**config.mk**
```make
export PLATFORM = sky130hd
export DESIGN_NAME = nvw_eeprom_ctrl_flat
export DESIGN_NICKNAME = d
export VERILOG_FILES = /design/src/core/nvw_pkg.sv /design/src/core/nvw_link_if.sv /design/src/core/nvw_eeprom_ctrl.sv /design/src/flat_wrapper.sv
export VERILOG_INCLUDE_DIRS = /design/src /design/src/core
export SDC_FILE = /design/constraint.sdc
export NUM_CORES = 1
export LEC_CHECK = 0
export BUFFER_PORTS_ARGS = -buffer_cell sky130_fd_sc_hd__buf_4
export CAP_MARGIN = 10
export CELL_PAD_IN_SITES_DETAIL_PLACEMENT = 1
export CELL_PAD_IN_SITES_GLOBAL_PLACEMENT = 1
export CORE_ASPECT_RATIO = 1.5
export CORE_MARGIN = 5
export CORE_UTILIZATION = 54
export DETAILED_ROUTE_END_ITERATION = 12
export PLACE_DENSITY_LB_ADDON = 0.1
export SLEW_MARGIN = 10
export SYNTH_ARGS = -nofsm -noshare
export SYNTH_HDL_FRONTEND = slang
export SYNTH_SLANG_ARGS = --single-unit
```
**constraint.sdc**
```tcl
create_clock -name ref_clk -period 2.7 [get_ports ref_clk]
set_input_delay 0.27 -clock ref_clk [delete_from_list [all_inputs] [get_ports ref_clk]]
set_output_delay 0.27 -clock ref_clk [all_outputs]
set_load 0.05 [all_outputs]
```
**src/core/nvw_regs.svh**
```systemverilog
// Register offsets, fields, unlock keys and timing counts of the EEPROM control
// Operation
// - Core loads address and data before writing
// - Write needs 55h, AAh, then start bit
// - Software masks interrupts during unlock sequence
// - Start bit ignored while write-allow clear
// - Write-allow changed only by software, power-up; code also clears it on an external reset request
// - Clearing write-allow never stops ongoing write
// - Completion clears start bit, sets done flag
// - Done flag cleared only by software; code also clears it on an external reset request
// - Power-up clears write-allow, blocks writes 72ms
// - Code protection never scrambles data access
// - Software may verify writes by reading back
// - Software keeps write-allow clear when idle
// - Read loads data register next cycle, self-clears; code ignores the read bit while a write is busy
// - Start bits set-only, clear on completion
// - External or watchdog reset mid-write flags abort
// - Unlock port stores nothing, reads zero
`ifndef NVW_REGS_SVH
`define NVW_REGS_SVH
`define NVW_OFS_DATA      8'h08
`define NVW_OFS_ADDR      8'h09
`define NVW_OFS_CTRL      8'h88
`define NVW_OFS_UNLOCK    8'h89
`define NVW_BIT_RD        0
`define NVW_BIT_WR        1
`define NVW_BIT_ALLOW     2
`define NVW_BIT_ABORT     3
`define NVW_BIT_DONE      4
`define NVW_KEY_FIRST     8'h55
`define NVW_KEY_SECOND    8'hAA
`define NVW_ZERO_BYTE     8'h00
`define NVW_POWERUP_MS     72
`define NVW_CLK_KHZ        25000
`define NVW_POWERUP_CYCLES (`NVW_POWERUP_MS * `NVW_CLK_KHZ)
`define NVW_WRITE_CYCLES  1000
`endif

```
**src/core/nvw_pkg.sv**
```systemverilog
// Types used by the device end of the EEPROM control link
package nvw_pkg;
    typedef enum logic [1:0] {
        NVW_LK_IDLE  = 2'b00,
        NVW_LK_GOT55 = 2'b01,
        NVW_LK_ARMED = 2'b10
    } nvw_lock_e;
    typedef enum logic [1:0] {
        NVW_CMD_NONE  = 2'b00,
        NVW_CMD_WRITE = 2'b01,
        NVW_CMD_READ  = 2'b10
    } nvw_cmd_e;
endpackage : nvw_pkg

```
**src/core/nvw_link_if.sv**
```systemverilog
// Register access link between processor core and EEPROM control
`timescale 1ns/1ps
`default_nettype none
interface nvw_link_if;
    logic       regWrite;
    logic       regRead;
    logic [7:0] regAddr;
    logic [7:0] regWdata;
    logic [7:0] regRdata;
    logic       extReset;
    modport device (
        input  regWrite,
        input  regRead,
        input  regAddr,
        input  regWdata,
        input  extReset,
        output regRdata
    );
    modport core (
        output regWrite,
        output regRead,
        output regAddr,
        output regWdata,
        output extReset,
        input  regRdata
    );
endinterface : nvw_link_if
`default_nettype wire

```
**src/core/nvw_eeprom_ctrl.sv**
```systemverilog
// Device end: data EEPROM registers, unlock tracker and write timing
`timescale 1ns/1ps
`default_nettype none
`include "nvw_regs.svh"
module nvw_eeprom_ctrl #(
    parameter int DEPTH        = 64,
    parameter int WRITE_CYCLES = `NVW_WRITE_CYCLES,
    parameter int POWERUP_CYCLES = `NVW_POWERUP_CYCLES
) (
    input  wire logic        ref_clk,
    input  wire logic        rst,
    nvw_link_if.device       link,
    output logic             writeBusy,
    output logic             writeDone
);
    localparam int AW = $clog2(DEPTH);
    typedef struct packed {
        logic [7:0]            data;
        logic [7:0]            addr;
        logic                  rd;
        logic                  wr;
        logic                  wrAllow;
        logic                  wrAbort;
        logic                  doneFlag;
        nvw_pkg::nvw_lock_e    lock;
        logic [31:0]           wcnt;
        logic [31:0]           pcnt;
        logic                  pwrOk;
        logic [7:0]            rdata;
        logic                  xrstQ;
    } nvw_dev_s;
    nvw_dev_s st;
    nvw_dev_s next_st;
    logic [7:0] mem [DEPTH];
    logic       memWe;
    logic       hit;

    function automatic logic isAt(input logic [7:0] ofs);
        isAt = link.regAddr == ofs;
    endfunction : isAt

    always_comb begin
        next_st = st;
        memWe   = 1'b0;
        hit     = link.regWrite && isAt(`NVW_OFS_CTRL);
        if (st.pcnt != 32'(POWERUP_CYCLES)) begin
            next_st.pcnt = st.pcnt + 32'd1;
        end else begin
            next_st.pwrOk = 1'b1;
        end
        if (st.rd) begin
            next_st.data = mem[st.addr[AW-1:0]];
            next_st.rd   = 1'b0;
        end
        if (st.wr) begin
            if (st.wcnt == 32'(WRITE_CYCLES - 1)) begin
                memWe            = 1'b1;
                next_st.wr       = 1'b0;
                next_st.doneFlag = 1'b1;
                next_st.wcnt = '0;
            end else begin
                next_st.wcnt = st.wcnt + 32'd1;
            end
        end
        // Any access other than the expected next step drops the tracker
        if (link.regWrite || link.regRead) begin
            next_st.lock = nvw_pkg::NVW_LK_IDLE;
        end
        if (link.regWrite) begin
            unique case (link.regAddr)
                `NVW_OFS_DATA: next_st.data = link.regWdata;
                `NVW_OFS_ADDR: next_st.addr = link.regWdata;
                `NVW_OFS_UNLOCK: begin
                    if (link.regWdata == `NVW_KEY_FIRST) begin
                        next_st.lock = nvw_pkg::NVW_LK_GOT55;
                    end else if (link.regWdata == `NVW_KEY_SECOND
                                 && st.lock == nvw_pkg::NVW_LK_GOT55) begin
                        next_st.lock = nvw_pkg::NVW_LK_ARMED;
                    end
                end
                default: ;
            endcase
        end
        if (hit) begin
            next_st.wrAllow = link.regWdata[`NVW_BIT_ALLOW];
            next_st.wrAbort = link.regWdata[`NVW_BIT_ABORT];
            // Hardware set beats software clear of the done flag
            if (!(st.wr && memWe)) begin
                next_st.doneFlag = link.regWdata[`NVW_BIT_DONE];
            end
            if (link.regWdata[`NVW_BIT_RD] && !st.wr) begin
                next_st.rd = 1'b1;
            end
            if (link.regWdata[`NVW_BIT_WR] && st.wrAllow && st.pwrOk
                && st.lock == nvw_pkg::NVW_LK_ARMED && !st.wr) begin
                next_st.wr = 1'b1;
            end
        end
        // Reset request mid-write aborts; address and data are kept
        if (link.extReset) begin
            next_st.wrAbort  = st.wrAbort | st.wr;
            next_st.wr       = 1'b0;
            next_st.rd       = 1'b0;
            next_st.wrAllow  = 1'b0;
            next_st.doneFlag = 1'b0;
            next_st.wcnt  = '0;
            next_st.lock  = nvw_pkg::NVW_LK_IDLE;
            memWe         = 1'b0;
        end
        unique case (link.regAddr)
            `NVW_OFS_DATA: next_st.rdata = st.data;
            `NVW_OFS_ADDR: next_st.rdata = st.addr;
            `NVW_OFS_CTRL: next_st.rdata = {3'b000, st.doneFlag, st.wrAbort,
                                            st.wrAllow, st.wr, st.rd};
            default:       next_st.rdata = `NVW_ZERO_BYTE;
        endcase
    end

    // Contents stored plain regardless of protection
    always_ff @(posedge ref_clk) begin
        if (memWe) begin
            mem[st.addr[AW-1:0]] <= st.data;
        end
    end

    always_ff @(posedge ref_clk) begin
        if (rst) begin
            st <= '0;
        end else begin
            st <= next_st;
        end
    end

    assign link.regRdata = st.rdata;
    assign writeBusy     = st.wr;
    assign writeDone     = st.doneFlag;
endmodule : nvw_eeprom_ctrl
`default_nettype wire

```
**src/flat_wrapper.sv**
```systemverilog
// flat-port wrapper written by rule: the top's interface ports become plain ports
module nvw_eeprom_ctrl_flat 
#(
    parameter int DEPTH        = 64,
    parameter int WRITE_CYCLES = `NVW_WRITE_CYCLES,
    parameter int POWERUP_CYCLES = `NVW_POWERUP_CYCLES
)
  (ref_clk, rst, writeBusy, writeDone, link_regWrite, link_regRead, link_regAddr, link_regWdata, link_extReset, link_regRdata);
  nvw_link_if link_i ();
  input  wire logic ref_clk;
  input  wire logic rst;
  output logic writeBusy;
  output logic writeDone;
  input wire logic [$bits(link_i.regWrite)-1:0] link_regWrite;
  input wire logic [$bits(link_i.regRead)-1:0] link_regRead;
  input wire logic [$bits(link_i.regAddr)-1:0] link_regAddr;
  input wire logic [$bits(link_i.regWdata)-1:0] link_regWdata;
  input wire logic [$bits(link_i.extReset)-1:0] link_extReset;
  output wire logic [$bits(link_i.regRdata)-1:0] link_regRdata;
  assign link_i.regWrite = link_regWrite;
  assign link_i.regRead = link_regRead;
  assign link_i.regAddr = link_regAddr;
  assign link_i.regWdata = link_regWdata;
  assign link_i.extReset = link_extReset;
  assign link_regRdata = link_i.regRdata;
  nvw_eeprom_ctrl #(.DEPTH(DEPTH), .WRITE_CYCLES(WRITE_CYCLES), .POWERUP_CYCLES(POWERUP_CYCLES)) u_core (.ref_clk(ref_clk), .rst(rst), .link(link_i), .writeBusy(writeBusy), .writeDone(writeDone));
endmodule
```
==> summary.txt <==
Run
  • # Max-Cap Violations: 0

Synth
  • Syn Nets: 1499
  • Synth Flop Type: edfxtp_1
  • Post-synth top area share: 62.33%
  • Most common cell in the netlist: edfxtp_1
  • Netlist cell types: 66
  • Synth top cells by count: edfxtp_1 (512), nor2_1 (179), mux4_2 (112)
  • Mean Syn Cell Area: 16.72 µm²
  • Async SR Flop Fraction: 0%
  • Synth area leader: edfxtp_1
  • Register bit total from synthesis: 614
  • Post-synth EDFFs: 512
  • Mapped Cells: 1475
  • Top cells by area, synth: edfxtp_1 (62%), mux4_2 (10%), dfxtp_1 (8.3%), nor2_1 (2.7%), mux2i_1 (2.1%)
  • Seq/Total Area, Yosys: 70.60%
  • Synthesized area: 24670 µm²
  • Yosys Warn Count: 0

Placed design
  • Placement Setup Slack: 0.2318 ns
  • Cell Area, Placed: 26400 µm²
  • DP Wirelength: 43020 µm
  • # port buffers: 30
  • Placer Congestion: 0.8905

Global routing
  • GRT overflow: 0
  • Tot GR Track Use: 26.25%
  • Initial antenna violation count: 0
  • Largest net degree at the start of global routing: 55
  • Vias in the first global route: 15274
  • First-pass GRT wire length: 97810 µm

Floorplanning
  • Ports: 31
  • Initial Util: 54.19%
  • Die Width: 184.5 µm
  • Die Area: 50150 µm²
  • Die Height: 271.8 µm
  • Num rows: 96
  • Core area: 45520 µm²

Finish
  • Seq. cell area: 17440 µm²
  • Multi-input combinational cell area: 6695 µm²
  • ANT cells: 0
  • Area Growth Syn to Fin: 15.03%
  • Filler cell count: 4041
  • Share of cells above drive strength 1: 23.89%
  • Fin util: 62.34%
  • Fin area: 28380 µm²
  • Final net count: 1668

Setup path
  • Setup slack, reg-to-reg: 0.20 ns
  • Slowest stage delay, CP: 0.38 ns
  • Reg2Reg Launch Point: u_core.st[43]
  • WP data required: 3.00 ns
  • Depth of the worst register-to-register path: 9
  • Setup crit end kind: flip-flop
  • Crit path top cell by count: buf_4
  • WS Path Type: reg2reg
  • R2R Path End: u_core.mem[58][3]
  • CP max FO: 11
  • Worst setup SP type: flip-flop
  • Worst path cell trace: ha_1, nor4b_1, nand4_1, nor2_1, buf_4, nand3_1, buf_4, nor2_1, buf_4
  • Worst path slowest cell: dfxtp_1
  • Arr. time, crit path: 2.80 ns

STA
  • Minimum clock period: 2.497 ns
  • Final Max Slew Viols: 0
  • RSZ-0062 raised after global routing: false
  • Hold Vio Cnt, Final: 0
  • Worst-Margin Slew: 0.9054 ns
  • Final WS setup: 0.2025 ns
  • Highest Clock Rate: 400.4 MHz
  • Max_slew headroom: 39.64%
  • Skew final: 0.02306 ns
  • Tcrit/Tclk final: 92.50%
  • Setup_tns: 0 ns
  • Final setup viols: 0

Clock network
  • CTS resizes: 0
  • Post-CTS setup buffer count: 0
  • CTS sink count: 614
  • CTS tree: done
  • CTS H-Tree Depth: 2
  • # hold bufs at CTS: 8
  • Worst-Skew Late Latency: 0.59 ns
  • Cts bufs inserted: 56
  • CTS clock-pin slew for the worst setup and hold paths: 0.06 ns
  • Clock buffer depth: 3
  • Root buffer cell: clkbuf_16

Detailed routing
  • Vias per cell: 6.178
  • Detailed Routing Iterations Pass 1: 6
  • Via count: 14079
  • Drc violations: 0
  • 1st-iter DRT viols: 1225
  • Wirelength per Cell: 28.36 µm
  • DRT antenna net count: 0
  • WL final: 64640 µm

Worst hold path
  • Hold path depth: 3
  • Worst Hold Class: in2reg
  • Hold_sp: link_regWdata[3]
  • Hold EP: u_core.st[77]

Outcome
  • Status: complete, no violations

Pwr
  • PD cells: 649.5 nW/µm²
  • Worst VDD drop: 0.5588 mV
  • Leakage power figure: 9.190 nW
  • Pwr Total: 18.43 mW
## final cells by class
type,instances,share of cell area (%)
Sequential cell,614,61.45
Multi-Input combinational cell,766,23.59
Timing Repair Buffer,188,5.441
Clock buffer,70,5.194
Tap cell,588,2.593
Clock inverter,35,1.490
Inverter,18,0.2381
## metrics by stage
step / cells / hold slack [ns]
final: 2279 / 0.004539
after global routing: 2279 / 0.02934
after CTS: 2279 / 0.002765
after detailed placement: 2166 / 0.4888
after global placement: 2166 / 0.4775
after floorplan: 1475 / 0.4139
## how the worst max path moves through the flow
stage | cells after the start | startpoint | endpoint
after floorplan | 7 | u_core.st[42] | u_core.mem[60][0]
after global placement | 9 | u_core.st[43] | u_core.mem[55][2]
after detailed placement | 6 | flip-flop | u_core.st[89]
after CTS | 6 | flip-flop | u_core.st[90]
after global routing | 9 | u_core.st[43] | u_core.mem[10][4]
final | 9 | u_core.st[43] | u_core.mem[58][3]
## layer usage
layer / part of all wire, % / routed length (µm) / track usage (%) / up-vias
met5: 0 / 0 / 0 / -
met1: 37 / 23970 / 32.11 / 7354
met3: 5.1 / 3289 / 3.217 / 130
met4: 4.1 / 2660 / 9.385 / 0
li1: - / - / - / 6126
met2: 54 / 34720 / 47.69 / 469
## logic make-up after synthesis
logic type,after synthesis,share of synthesized area [%]
mux,176,13.61
buf+inv,95,2.257
xor+xnor,54,1.917
simple gates,431,8.678
compound gates,102,2.780
fa+ha+maj,3,0.1522
flops,614,70.60
## worst max-delay path: cells and delay by family, from the launching register on
family / cells / cell delay, ns
DFF: 1 / 0.38
buffers and inverters: 3 / 0.69
adders and majority gates: 1 / 0.19
and+or+nand+nor: 5 / 0.95
## state kept, by name, indices dropped and copies added, names as in the netlist, named ones only
register and flops:
u_core.mem 512, u_core.st 86, u_core.link.regRdata 8, u_core.writeBusy 1
u_core.writeDone 1
## placed cells by master (no fill, tap or decap), types with 4 or more instances in the layout
master / n
a22o_1: 4
nand4_1: 25
a21oi_1: 27
mux4_1: 12
o21bai_1: 5
nand3_1: 32
xor2_1: 19
o22ai_1: 4
a211oi_1: 4
nand3b_1: 9
nor4_1: 26
or3b_2: 4
nor2b_1: 12
inv_1: 15
bufinv_16: 9
buf_4: 171
dfxtp_1: 91
buf_12: 9
edfxtp_1: 512
a31oi_1: 7
clkinv_1: 8
and3_1: 12
mux2i_1: 52
nor2_1: 179
nor3_1: 24
mux4_2: 112
dfxtp_2: 8
a22oi_1: 10
or3_1: 13
dlygate4sd3_1: 8
clkbuf_1: 12
clkbuf_16: 56
nand2_1: 58
o21ai_0: 16
xnor2_1: 35
clkinv_2: 12
nand2b_1: 7
nor4b_1: 4
## power by group
part / internal [mW] / total [mW] / switching, mW
clock network: 4.74 / 8.18 / 3.43
logic: 0.0540 / 0.131 / 0.0765
registers: 10.1 / 10.1 / 0.00890
No activity file was read; power rests on OpenSTA's default activity.
